===== config.mk =====
export PLATFORM = sky130hd
export DESIGN_NAME = cgrs_top
export DESIGN_NICKNAME = d
export VERILOG_FILES = /design/src/design/cgrs_pkg.sv /design/src/design/cgrs_clock_monitor.sv /design/src/design/cgrs_top.sv
export VERILOG_INCLUDE_DIRS = /design/src /design/src/design
export SDC_FILE = /design/constraint.sdc
export NUM_CORES = 1
export LEC_CHECK = 0
export ABC_CLOCK_PERIOD_IN_PS = 3710
export BUFFER_PORTS_ARGS = -buffer_cell sky130_fd_sc_hd__buf_2
export CAP_MARGIN = 0
export CORE_ASPECT_RATIO = 1.25
export CORE_MARGIN = 4
export CORE_UTILIZATION = 45
export DETAILED_ROUTE_END_ITERATION = 7
export PLACE_DENSITY = 0.71
export SLEW_MARGIN = 10
export SYNTH_ARGS = -nofsm -noshare
export SYNTH_HDL_FRONTEND = slang
export SYNTH_SLANG_ARGS = --single-unit

===== constraint.sdc =====
create_clock -name clk_i -period 3.71 [get_ports clk_i]
set_clock_uncertainty 0.1 [all_clocks]
set_input_delay 0.742 -clock clk_i [delete_from_list [all_inputs] [get_ports clk_i]]
set_output_delay 0.742 -clock clk_i [all_outputs]
set_load 0.02 [all_outputs]

===== src/design/cgrs_cfg.svh =====
// Clock guard and reset status: offsets, bit positions, reset values, timing counts
`ifndef CGRS_CFG_SVH
`define CGRS_CFG_SVH

// ----------------------------------------------------------------------------
// Register indices (byte address is four times the index)
// ----------------------------------------------------------------------------
`define CGRS_STATUS_IDX 8'h25
`define CGRS_EVENT_IDX 8'h26
`define CGRS_MASK_IDX 8'h27

// ----------------------------------------------------------------------------
// Field positions
// ----------------------------------------------------------------------------
`define CGRS_BIT_WDG 0
`define CGRS_BIT_BKACT 1
`define CGRS_BIT_IE 2
`define CGRS_BIT_LVD 4
`define CGRS_EV_ENTER 0
`define CGRS_EV_LEAVE 1
`define CGRS_EV_BLOCK 2
`define CGRS_EV_W 3

// ----------------------------------------------------------------------------
// Reset values
// ----------------------------------------------------------------------------
`define CGRS_EVENT_RST 3'h0
`define CGRS_MASK_RST 3'h0

// ----------------------------------------------------------------------------
// Timing
// ----------------------------------------------------------------------------
`define CGRS_CLK_PERIOD_NS 8
`define CGRS_MAIN_MIN_PERIOD_NS 40
`define CGRS_MIN_PERIOD_CYC \
   ((`CGRS_MAIN_MIN_PERIOD_NS + `CGRS_CLK_PERIOD_NS - 1) / `CGRS_CLK_PERIOD_NS)
`define CGRS_MISS_EDGES 2
`define CGRS_RECOVER_EDGES 4
`define CGRS_SPIKE_LIMIT 4

`endif


===== src/design/cgrs_pkg.sv =====
// Clock guard and reset status: shared types
`default_nettype none

package cgrs_pkg;

   // Source currently driving the core
   typedef enum logic [0:0] {
      CGRS_ON_MAIN = 1'b0,
      CGRS_ON_BACKUP = 1'b1
   } cgrs_src_t;

endpackage : cgrs_pkg

`default_nettype wire


===== src/design/cgrs_clock_monitor.sv =====
// Clock guard core: spike filter, loss detection and source switching
`default_nettype none

module cgrs_clock_monitor #(
   parameter logic [7:0] MIN_PERIOD_CYC = 8'h05,
   parameter logic [1:0] MISS_EDGES = 2'h2,
   parameter logic [3:0] RECOVER_EDGES = 4'h4,
   parameter logic [3:0] SPIKE_LIMIT = 4'h4
) (
   // Clock and reset
   input wire logic clk_i,
   input wire logic rst_i,
   // Control
   input wire logic guard_en_i,
   input wire logic freeze_i,
   // Synchronised oscillator edges
   input wire logic main_rise_i,
   input wire logic backup_rise_i,
   // Results
   output logic core_tick_o,
   output cgrs_pkg::cgrs_src_t src_o,
   output logic blocked_o,
   output logic enter_backup_o,
   output logic leave_backup_o,
   output logic block_start_o
);

   logic [7:0] gap_q;
   logic [3:0] spike_q;
   logic [3:0] good_q;
   logic [1:0] miss_q;
   logic good_edge;
   logic spike_edge;
   logic recovered;
   logic lost;
   logic run;

   assign run = guard_en_i & ~freeze_i;
   assign good_edge = main_rise_i & (gap_q >= MIN_PERIOD_CYC);
   assign spike_edge = main_rise_i & (gap_q < MIN_PERIOD_CYC);
   assign recovered = good_edge & (good_q == RECOVER_EDGES - 4'h1);
   assign lost = backup_rise_i & (miss_q == MISS_EDGES - 2'h1);

   // Cycles since last main edge of any kind, saturating
   always_ff @(posedge clk_i) begin
      if (rst_i || !guard_en_i) begin
         gap_q <= 8'h00;
      end else if (run) begin
         if (main_rise_i) begin
            gap_q <= 8'h00;
         end else if (gap_q != 8'hff) begin
            gap_q <= gap_q + 8'h01;
         end
      end
   end

   // Run lengths of spikes and of good periods
   always_ff @(posedge clk_i) begin
      if (rst_i || !guard_en_i) begin
         spike_q <= 4'h0;
         good_q <= 4'h0;
      end else if (run) begin
         if (spike_edge) begin
            good_q <= 4'h0;
            if (spike_q != 4'hf) begin
               spike_q <= spike_q + 4'h1;
            end
         end else if (good_edge) begin
            spike_q <= 4'h0;
            if (good_q != 4'hf) begin
               good_q <= good_q + 4'h1;
            end
         end else if (backup_rise_i && miss_q != 2'h0) begin
            good_q <= 4'h0;
         end
      end
   end

   // Backup edges seen without a good main edge
   always_ff @(posedge clk_i) begin
      if (rst_i || !guard_en_i) begin
         miss_q <= 2'h0;
      end else if (run) begin
         if (good_edge) begin
            miss_q <= 2'h0;
         end else if (backup_rise_i && miss_q != MISS_EDGES) begin
            miss_q <= miss_q + 2'h1;
         end
      end
   end

   // Filter block and source selection
   always_ff @(posedge clk_i) begin
      if (rst_i || !guard_en_i) begin
         blocked_o <= 1'b0;
         block_start_o <= 1'b0;
         src_o <= cgrs_pkg::CGRS_ON_MAIN;
         enter_backup_o <= 1'b0;
         leave_backup_o <= 1'b0;
      end else begin
         block_start_o <= 1'b0;
         enter_backup_o <= 1'b0;
         leave_backup_o <= 1'b0;
         if (run) begin
            if (spike_edge && spike_q == SPIKE_LIMIT - 4'h1 && !blocked_o) begin
               blocked_o <= 1'b1;
               block_start_o <= 1'b1;
            end else if (recovered) begin
               blocked_o <= 1'b0;
            end
            unique case (src_o)
               cgrs_pkg::CGRS_ON_MAIN: begin
                  if (lost) begin
                     src_o <= cgrs_pkg::CGRS_ON_BACKUP;
                     enter_backup_o <= 1'b1;
                  end
               end
               cgrs_pkg::CGRS_ON_BACKUP: begin
                  if (recovered) begin
                     src_o <= cgrs_pkg::CGRS_ON_MAIN;
                     leave_backup_o <= 1'b1;
                  end
               end
            endcase
         end
      end
   end

   // Core clock tick from the selected source
   always_ff @(posedge clk_i) begin
      if (rst_i) begin
         core_tick_o <= 1'b0;
      end else if (!guard_en_i) begin
         core_tick_o <= main_rise_i;
      end else if (freeze_i) begin
         core_tick_o <= 1'b0;
      end else if (src_o == cgrs_pkg::CGRS_ON_BACKUP) begin
         core_tick_o <= backup_rise_i;
      end else begin
         core_tick_o <= good_edge & ~blocked_o & ~recovered | good_edge & recovered;
      end
   end

endmodule : cgrs_clock_monitor

`default_nettype wire


===== src/design/cgrs_top.sv =====
// Clock guard and reset status: pin sampling, registers, interrupt, top level
//
// What this block does
// - A strap option captured at reset enables or disables the whole clock guard.
// - Main clock edges closer than the least period are spikes and are dropped.
// - A run of spikes blocks the main clock; good periods end the block.
// - Main clock missing for a backup period switches the core to the backup.
// - Recovered main clock takes the core back from the backup automatically.
// - Entering backup sets the backup active flag at status bit 1.
// - Interrupt when flag set, enable bit 2 set, CPU mask clear.
// - Guard runs unchanged in wait; its interrupt wakes wait, never halt.
// - In halt the status is frozen and the guard and backup are off.
// - Halt exit resumes old setup; reset restarts from reset values.
// - Undervoltage flag set by that reset, cleared by writing zero, kept otherwise.
// - Undervoltage flag is meaningless when the detector option is off.
// - Reading status clears the backup flag only after the main clock recovered.
// - Guard option off holds the backup active flag at zero.
// - Watchdog flag set by watchdog reset, cleared by zero write, pin reset or undervoltage.
// - Flags encode source: pin x0, watchdog x1, undervoltage 10 (undervoltage flag kept through pin and watchdog resets).
// - Status resets with enable and backup flag zero, cause flags per source.
//
// Register access over Wishbone was decided locally.
`default_nettype none
`include "cgrs_cfg.svh"

module cgrs_top #(
   parameter logic [7:0] MIN_PERIOD_CYC = 8'(`CGRS_MIN_PERIOD_CYC),
   parameter logic [1:0] MISS_EDGES = 2'(`CGRS_MISS_EDGES),
   parameter logic [3:0] RECOVER_EDGES = 4'(`CGRS_RECOVER_EDGES),
   parameter logic [3:0] SPIKE_LIMIT = 4'(`CGRS_SPIKE_LIMIT)
) (
   // Clock and reset
   input wire logic clk_i,
   input wire logic rst_i,
   // Wishbone slave
   input wire logic wb_cyc_i,
   input wire logic wb_stb_i,
   input wire logic wb_we_i,
   input wire logic [9:0] wb_adr_i,
   input wire logic [3:0] wb_sel_i,
   input wire logic [31:0] wb_dat_i,
   output logic [31:0] wb_dat_o,
   output logic wb_ack_o,
   // Oscillator pins
   input wire logic main_osc_i,
   input wire logic backup_osc_i,
   // Configuration options
   input wire logic guard_option_i,
   input wire logic lvd_option_i,
   // Reset cause, valid while rst_i is high
   input wire logic lvd_reset_i,
   input wire logic wdg_reset_i,
   // CPU state
   input wire logic cpu_irq_mask_i,
   input wire logic wait_mode_i,
   input wire logic halt_mode_i,
   // Clock outputs
   output logic core_tick_o,
   output logic core_clk_sel_o,
   output logic filter_active_o,
   output logic backup_osc_en_o,
   // Interrupt and wake
   output logic irq_o,
   output logic wake_o
);

   localparam int NPIN = 2;

   // ----------------------------------------------------------------------------
   // Pin synchronisers
   // ----------------------------------------------------------------------------
   logic [NPIN-1:0] pin_raw;
   logic [NPIN-1:0] pin_lvl;
   logic [NPIN-1:0] pin_prev;
   logic [NPIN-1:0] pin_rise;

   assign pin_raw = {backup_osc_i, main_osc_i};

   for (genvar g = 0; g < NPIN; g++) begin : g_sync
      logic s1_q;
      logic s2_q;
      logic s3_q;
      logic lvl_q;
      logic prev_q;

      always_ff @(posedge clk_i) begin
         s1_q <= pin_raw[g];
         s2_q <= s1_q;
         s3_q <= s2_q;
      end

      // Level moves only once stages two and three agree
      always_ff @(posedge clk_i) begin
         if (rst_i) begin
            lvl_q <= 1'b0;
            prev_q <= 1'b0;
         end else begin
            if (s2_q == s3_q) begin
               lvl_q <= s3_q;
            end
            prev_q <= lvl_q;
         end
      end

      assign pin_lvl[g] = lvl_q;
      assign pin_prev[g] = prev_q;
      assign pin_rise[g] = pin_lvl[g] & ~pin_prev[g];
   end

   // ----------------------------------------------------------------------------
   // Option capture and low power gating
   // ----------------------------------------------------------------------------
   logic guard_en_q;
   logic halt_q;
   logic run_en;

   always_ff @(posedge clk_i) begin
      if (rst_i) begin
         guard_en_q <= guard_option_i;
      end
   end

   always_ff @(posedge clk_i) begin
      if (rst_i) begin
         halt_q <= 1'b0;
      end else begin
         halt_q <= halt_mode_i;
      end
   end

   assign run_en = guard_en_q & ~halt_q;

   always_ff @(posedge clk_i) begin
      if (rst_i) begin
         backup_osc_en_o <= 1'b0;
      end else begin
         backup_osc_en_o <= guard_en_q & ~halt_mode_i;
      end
   end

   // ----------------------------------------------------------------------------
   // Clock monitor
   // ----------------------------------------------------------------------------
   cgrs_pkg::cgrs_src_t src;
   logic blocked;
   logic ev_enter;
   logic ev_leave;
   logic ev_block;

   cgrs_clock_monitor #(
      .MIN_PERIOD_CYC(MIN_PERIOD_CYC),
      .MISS_EDGES(MISS_EDGES),
      .RECOVER_EDGES(RECOVER_EDGES),
      .SPIKE_LIMIT(SPIKE_LIMIT)
   ) u_monitor (
      .clk_i(clk_i),
      .rst_i(rst_i),
      .guard_en_i(guard_en_q),
      .freeze_i(halt_q),
      .main_rise_i(pin_rise[0]),
      .backup_rise_i(pin_rise[1]),
      .core_tick_o(core_tick_o),
      .src_o(src),
      .blocked_o(blocked),
      .enter_backup_o(ev_enter),
      .leave_backup_o(ev_leave),
      .block_start_o(ev_block)
   );

   assign core_clk_sel_o = src;
   assign filter_active_o = blocked;

   // ----------------------------------------------------------------------------
   // Wishbone decode
   // ----------------------------------------------------------------------------
   logic acc;
   logic hit_status;
   logic hit_event;
   logic hit_mask;
   logic wr_lane0;
   logic wr_status;
   logic rd_status;
   logic wr_event;
   logic wr_mask;

   assign acc = wb_cyc_i & wb_stb_i & ~wb_ack_o;
   assign hit_status = wb_adr_i[9:2] == `CGRS_STATUS_IDX;
   assign hit_event = wb_adr_i[9:2] == `CGRS_EVENT_IDX;
   assign hit_mask = wb_adr_i[9:2] == `CGRS_MASK_IDX;
   assign wr_lane0 = acc & wb_we_i & wb_sel_i[0] & ~halt_q;
   assign wr_status = wr_lane0 & hit_status;
   assign rd_status = acc & ~wb_we_i & hit_status & ~halt_q;
   assign wr_event = wr_lane0 & hit_event;
   assign wr_mask = wr_lane0 & hit_mask;

   always_ff @(posedge clk_i) begin
      if (rst_i) begin
         wb_ack_o <= 1'b0;
      end else begin
         wb_ack_o <= acc;
      end
   end

   // ----------------------------------------------------------------------------
   // Status register fields
   // ----------------------------------------------------------------------------
   logic irq_en_q;
   logic bk_active_q;
   logic lvd_flag_q;
   logic wdg_flag_q;

   always_ff @(posedge clk_i) begin
      if (rst_i) begin
         irq_en_q <= 1'b0;
      end else if (wr_status) begin
         irq_en_q <= wb_dat_i[`CGRS_BIT_IE];
      end
   end

   // Set wins over the read clear
   always_ff @(posedge clk_i) begin
      if (rst_i || !guard_en_q) begin
         bk_active_q <= 1'b0;
      end else if (!halt_q) begin
         if (ev_enter) begin
            bk_active_q <= 1'b1;
         end else if (rd_status && src == cgrs_pkg::CGRS_ON_MAIN) begin
            bk_active_q <= 1'b0;
         end
      end
   end

   // Kept through pin and watchdog resets
   always_ff @(posedge clk_i) begin
      if (rst_i) begin
         if (lvd_reset_i && lvd_option_i) begin
            lvd_flag_q <= 1'b1;
         end
      end else if (wr_status && !wb_dat_i[`CGRS_BIT_LVD]) begin
         lvd_flag_q <= 1'b0;
      end
   end

   always_ff @(posedge clk_i) begin
      if (rst_i) begin
         if (lvd_reset_i) begin
            wdg_flag_q <= 1'b0;
         end else begin
            wdg_flag_q <= wdg_reset_i;
         end
      end else if (wr_status && !wb_dat_i[`CGRS_BIT_WDG]) begin
         wdg_flag_q <= 1'b0;
      end
   end

   // ----------------------------------------------------------------------------
   // Event status and mask
   // ----------------------------------------------------------------------------
   logic [`CGRS_EV_W-1:0] ev_set;
   logic [`CGRS_EV_W-1:0] ev_status_q;
   logic [`CGRS_EV_W-1:0] ev_mask_q;

   assign ev_set = {ev_block, ev_leave, ev_enter};

   // Write one clears; a new event in the same cycle stays set
   always_ff @(posedge clk_i) begin
      if (rst_i) begin
         ev_status_q <= `CGRS_EVENT_RST;
      end else if (wr_event) begin
         ev_status_q <= (ev_status_q & ~wb_dat_i[`CGRS_EV_W-1:0]) | ev_set;
      end else begin
         ev_status_q <= ev_status_q | ev_set;
      end
   end

   always_ff @(posedge clk_i) begin
      if (rst_i) begin
         ev_mask_q <= `CGRS_MASK_RST;
      end else if (wr_mask) begin
         ev_mask_q <= wb_dat_i[`CGRS_EV_W-1:0];
      end
   end

   // ----------------------------------------------------------------------------
   // Read data
   // ----------------------------------------------------------------------------
   logic [7:0] status_val;
   logic [31:0] rd_d;

   always_comb begin
      status_val = 8'h00;
      status_val[`CGRS_BIT_LVD] = lvd_flag_q;
      status_val[`CGRS_BIT_IE] = irq_en_q;
      status_val[`CGRS_BIT_BKACT] = bk_active_q;
      status_val[`CGRS_BIT_WDG] = wdg_flag_q;
   end

   always_comb begin
      rd_d = 32'h0000_0000;
      if (hit_status) begin
         rd_d[7:0] = status_val;
      end else if (hit_event) begin
         rd_d[`CGRS_EV_W-1:0] = ev_status_q;
      end else if (hit_mask) begin
         rd_d[`CGRS_EV_W-1:0] = ev_mask_q;
      end
   end

   always_ff @(posedge clk_i) begin
      if (rst_i) begin
         wb_dat_o <= 32'h0000_0000;
      end else if (acc && !wb_we_i) begin
         wb_dat_o <= rd_d;
      end
   end

   // ----------------------------------------------------------------------------
   // Interrupt and wake
   // ----------------------------------------------------------------------------
   logic irq_src;
   logic irq_d;

   assign irq_src = (bk_active_q & irq_en_q) | (|(ev_status_q & ev_mask_q));
   assign irq_d = irq_src & ~cpu_irq_mask_i & ~halt_q;

   always_ff @(posedge clk_i) begin
      if (rst_i) begin
         irq_o <= 1'b0;
      end else begin
         irq_o <= irq_d;
      end
   end

   // Wakes from wait only
   always_ff @(posedge clk_i) begin
      if (rst_i) begin
         wake_o <= 1'b0;
      end else begin
         wake_o <= irq_src & wait_mode_i & ~halt_mode_i & ~halt_q;
      end
   end

endmodule : cgrs_top

`default_nettype wire


=== Word-level counts from Yosys, hierarchy flattened ===
Index checks and enable logic that the tools add are counted.

* Add/sub/neg operators: 4
* Multiply operators: 0
* Div/mod/pow operators: 0
* $lt $le $gt $ge: 2
* Equal/unequal tests: 15
* Shift operators: 0
* Mux-type cells: 34
* Bitwise logic cells: 46
* Reduce and logical (&&, ||, !) cells: 35

{| class="wikitable"
|+ Operators by type and width
! operator !! number
|-
| 1-bit bitwise AND || 28
|-
| 4-bit two-way mux || 7
|-
| 8-bit by 6-bit == test with 1-bit output, second input constant || 3
|-
| 1-bit two-way mux || 17
|-
| 8-bit two-way mux || 2
|-
| 2-bit nonzero test || 8
|-
| 3-bit two-way mux || 4
|-
| 1-bit NOT || 11
|-
| 2-bit AND reduction || 5
|-
| 1-bit logical AND || 9
|-
| 3-bit OR reduction || 3
|-
| 4-bit by 1-bit adder with 4-bit output, second input constant || 2
|-
| 8-bit by 1-bit adder with 8-bit output, second input constant || 1
|-
| 4-bit by 2-bit == test with 1-bit output, second input constant || 2
|-
| 8-bit by 3-bit greater-or-equal comparator with 1-bit output, second input constant || 1
|-
| 8-bit by 3-bit < comparator with 1-bit output, second input constant || 1
|-
| 4-bit != test, second input constant || 2
|-
| 8-bit != test, second input constant || 1
|-
| 3-bit bitwise AND || 2
|-
| 2-bit two-way mux || 3
|-
| 3-bit OR || 2
|-
| 3-bit AND reduction || 2
|-
| 1-bit zero test || 5
|-
| 2-bit != test, second input constant || 2
|-
| 11 further kinds || 13
|}

* Register bits after elaboration: 58
* Bits in latches: 0
* RAM bits: 0
* Memory bits (read-only): 0
* Input bits: 60
* Word-level logic and storage cells: 169
* Memories: 0

=== Depth between registers and ports, before layout ===
* Depth after elaboration: 10
* Mapped depth: 6
* Gate-level depth less buffers: 6

=== Cells and area by module ===
Synthesis repeated with hierarchy kept, for this count alone.

* Cells, all modules: 291
* Area total of the unflattened synthesis: 2720.1 um^2

{| class="wikitable"
|+ By module, submodules not included
! module !! instances !! cells each !! area an instance (um^2) !! sequential area each (um^2)
|-
| cgrs_top || 1 || 139 || 1377.6 || 630.6
|-
| cgrs_clock_monitor || 1 || 152 || 1342.5 || 480.5
|}

=== Worst setup path after synthesis ===
No wires, ideal clock.

* Kind: input-to-reg
* From: input port wb_adr_i[6]
* To: register lvd_flag_q (enable)
* Library setup time: 0.320 ns
* Arrival time: 1.854 ns
* Required time: 3.290 ns
* Path slack: 1.435 ns
* Stages: 4
* Path buffers: 0
* Cells stage by stage: or4b_4 -> nor4_2 -> nand2_1 -> o31ai_1

* Cells in the longest elaborated chain, start to end: 5

{| class="wikitable"
|+ RTL lines
! element !! RTL line !! text
|-
| from (decl) || cgrs_top.sv:39 || <nowiki>input wire logic [9:0] wb_adr_i,</nowiki>
|-
| 8-bit by 6-bit == test with 1-bit output (no source line) || n/a ||
|-
| 1-bit bitwise AND || cgrs_top.sv:191 || <nowiki>assign wr_status = wr_lane0 & hit_status;</nowiki>
|-
| 1-bit logical AND || cgrs_top.sv:239 || <nowiki>end else if (wr_status && !wb_dat_i[`CGRS_BIT_LVD]) begin</nowiki>
|-
| 2-bit nonzero test (no source line) || n/a ||
|-
| 2-bit AND reduction (no source line) || n/a ||
|-
| to (signal assigned) || cgrs_top.sv:237 || <nowiki>lvd_flag_q <= 1'b1;</nowiki>
|-
| to (signal assigned) || cgrs_top.sv:240 || <nowiki>lvd_flag_q <= 1'b0;</nowiki>
|-
| to (decl) || cgrs_top.sv:209 || <nowiki>logic lvd_flag_q;</nowiki>
|}

Every way passes these cells.
A chain may end at the register's enable or synchronous reset.

=== Worst setup path after layout ===
Same ends and word-level chain as after synthesis.

==> impl_results.md <==
* Post-CTS Resized at 0
* Final Core Density at about 52%
* Placement-stage cell area at between 0.002 and 0.003 sq mm
* Critical path class: in -> reg
* Initial antenna violation count at 0
* Mean Syn Cell Area at 9.417 sq um
* HP Start: g_sync[0].s1_q$_DFF_P_
* Drt drc at 0
* Top layer reached by signal wires: met4
* Seq cells post-synth at 54
* Congestion Overflow GR at 0
* Placement Setup Slack at around 1.1 ns
* Ys async rst share at 0%
* Number of synthesized flops with an enable pin at 3
* Sw Pwr at about 0.26 mW
* Hold WC Path Type: reg -> reg
* Worst Tran Pin Value at 0.7127 ns
* Mapped cell area at around 0.0026 sq mm
* Status: completed
* Die area at 0.007179 sq mm
* # rows at 30
* Number of vias per cell at 5.397
* Hold-fix buffers, CTS at 0
* Clock transition at path regs at about 0.09 ns
* Fin crit period at ~2.3 ns
* Final Setup Violations at 0
* CTS tree: done
* Post-DP HPWL at between 3 and 4 mm
* Slew Limit Fails at 0
* Commonest register cell after synthesis: dfxtp_1
* Die Y at approximately 94 um
* Gpl congestion at 0.8692
* Max FO, Critical Path at 4
* CP arrival at 2.16 ns
* Max Fclk at 0.4427 GHz
* Switching Fraction at about a quarter
* Postcts setup bufs at 0
* Num ports at 99
* Crit Reg-Reg Startpoint: halt_q$_SDFF_PP0_
* Tcrit/Tclk final at between 60% and 70%
* Fin worst setup slack at approximately 1.5 ns
* Logic pwr share at 8.4%
* Slew HR at 52.05%
* Pwr per Cell Area at 366.6 mW/mm^2
* Most common cell after layout, fill and taps aside: dfxtp_1
* Setup TNS at 0 ns
* DR WL met3 at roughly 320 um
* Largest net degree at the start of global routing at 31
* Number of H-tree levels at 2
* Post-synth cell types at between 50 and 60
* WP data required at approximately 3.6 ns
* RSZ-0062 raised after global routing: no
* Initial Util at 47.64%
* Routed WL at ~5 mm
* Internal Dissipation at ~0.8 mW
* Filler cells at approximately 550
* Most frequent cells in the layout: 51 x dfxtp_1, 37 x buf_2, 28 x conb_1
* Inst Count DP at around 380
* Clock Power Share at between 30 and 40%
* Clock buffer depth at 2
* Final hold vios at 0
* Wire length per cell at between 10 and 15 um
* Post-synthesis sequential area ratio at 41.99%
* Routed met1 length at between 2 and 2.5 mm
* Global Route Usage Sum at about 15%
* First DRT Iteration DRCs at between 80 and 90
* Die width at 76.59 um
* Layout cells sized above 1 at approximately a fifth
* CP Launch Point: wb_adr_i[6]
* Final non-filler cell total at ~380
* # diodes at 0
* Routed wl met2 at 2.698 mm
* Worst Setup End Kind: flip-flop
* First-pass GRT wire length at approximately 8.7 mm
* Nets at roughly 390
* Area Overhead vs Synth at 9.267%
* Clk_lat worst skew at 0.31 ns
* CTS Sinks at 54
* Syn. warnings at 0
* Routed Antenna Nets at 0
* Max IR drop VDD at roughly 0.00015 V
* Leakage power at 1.139 nW
* # Max-Cap Violations at 0
* TritonCTS Buffers at 5
* Pre-antenna DRT Iters at 4
* Seq pwr share at 57.1%
* Vias at between 2000 and 2500
* Cell area after layout at between 0.002 and 0.003 sq mm
* Root buffer cell: clkbuf_8
* Startpoint types: input pin
* PortBufs at 37
* Core area at ~0.0056 sq mm
* Mapped Cells at between 200 and 300
* Vias in the first global route at 2002
[through the flow]
stage / power (mW) / hold slack [ns]
2_1_floorplan: 0.7011 / 0.2096
3_5_place_dp: 0.7072 / 0.2161
3_3_place_gp: 0.7051 / 0.2123
5_1_grt: 1.108 / 0.2466
4_1_cts: 1.074 / 0.2391
6_report: 1.060 / 0.2357
[metal layers]
| metal | vias up | GRT usage [%] |
|---|---|---|
| met5 | - | 0 |
| li1 | 1039 | - |
| met4 | 0 | 5.438 |
| met1 | 963 | 14.72 |
| met3 | 10 | 4.223 |
| met2 | 55 | 28.45 |
[cells in the mapped netlist, types with 2 or more instances]
cell type / count / area, sq um
a21oi_1: 20 / 100.1
a22o_1: 4 / 35.03
a22oi_1: 5 / 37.54
a311oi_1: 3 / 26.28
and3_1: 2 / 12.51
and3b_1: 3 / 26.28
buf_4: 28 / 210.2
clkbuf_1: 6 / 22.52
dfxtp_1: 51 / 1021
edfxtp_1: 3 / 90.09
ha_1: 8 / 100.1
inv_1: 10 / 37.54
mux2_2: 3 / 33.78
mux2i_1: 7 / 70.07
nand2_1: 14 / 52.55
nand2b_1: 5 / 31.28
nand3_1: 8 / 40.04
nand3b_1: 3 / 22.52
nand4_1: 4 / 25.02
nand4b_1: 2 / 17.52
nand4bb_1: 3 / 33.78
nor2_1: 21 / 78.83
nor2b_1: 9 / 56.30
nor3_1: 8 / 40.04
nor4_1: 3 / 18.77
nor4b_1: 2 / 17.52
nor4bb_1: 2 / 20.02
o21a_1: 2 / 15.01
o21ai_0: 11 / 55.05
o31ai_1: 2 / 15.01
or4_1: 2 / 15.01
[cell type report]
class / instances / area, sq um / share of cell area [%]
timing repair buffer: 38 / 192.7 / 6.664
tap: 64 / 80.08 / 2.769
multi-input combinational: 209 / 1363 / 47.12
inverter: 10 / 37.54 / 1.298
clock buffer: 6 / 93.84 / 3.245
clock inverter: 2 / 13.76 / 0.4760
sequential: 54 / 1111 / 38.43
[worst max-delay path: stages]
cell     delay, ns
buf_2         0.10
or4b_4        0.57
nor4_2        0.37
nand2_1       0.14
o31ai_1       0.24
[power by group through the flow]
| stage | sequential (mW) | combinational [mW] | clock, mW |
|---|---|---|---|
| finish | 0.605 | 0.0888 | 0.366 |
| CTS | 0.605 | 0.0886 | 0.380 |
| global placement | 0.618 | 0.0869 | 0 |
| detailed placement | 0.619 | 0.0885 | 0 |
| global route | 0.607 | 0.0976 | 0.403 |
| floorplan | 0.617 | 0.0839 | 0 |
[flip-flops by register name (all words and copies together), names as in the netlist, 2 cells and up]
register,flops
ev_mask_q,3
ev_status_q,3
g_sync.lvl_q,2
g_sync.prev_q,2
g_sync.s1_q,2
g_sync.s2_q,2
g_sync.s3_q,2
u_monitor.gap_q,8
u_monitor.good_q,4
u_monitor.miss_q,2
u_monitor.spike_q,4
wb_dat_o,4
[kinds of logic (layout without fill, tap and decap cells)]
group	Yosys count	count (layout)	synth area share (%)
and+or+nand+nor	101	101	23.50
AOI/OAI and AO/OA	59	59	15.22
DFF	54	54	41.99
buffers and inverters	45	56	10.35
muxes	11	11	4.350
adders and majority gates	8	8	3.783
xor gates and xnor gates	2	2	0.6621
other	1	28	0.1417
[final timing paths]
path	endpoint	slack [ns]	depth (start not counted)
max	lvd_flag_q$_DFFE_PP_	1.45	5
min	g_sync[0].s2_q$_DFF_P_	0.24	0
max reg2reg	lvd_flag_q$_DFFE_PP_	1.69	4
min reg2reg	g_sync[0].s2_q$_DFF_P_	0.24	0
Power figures use the tool's default switching activity.
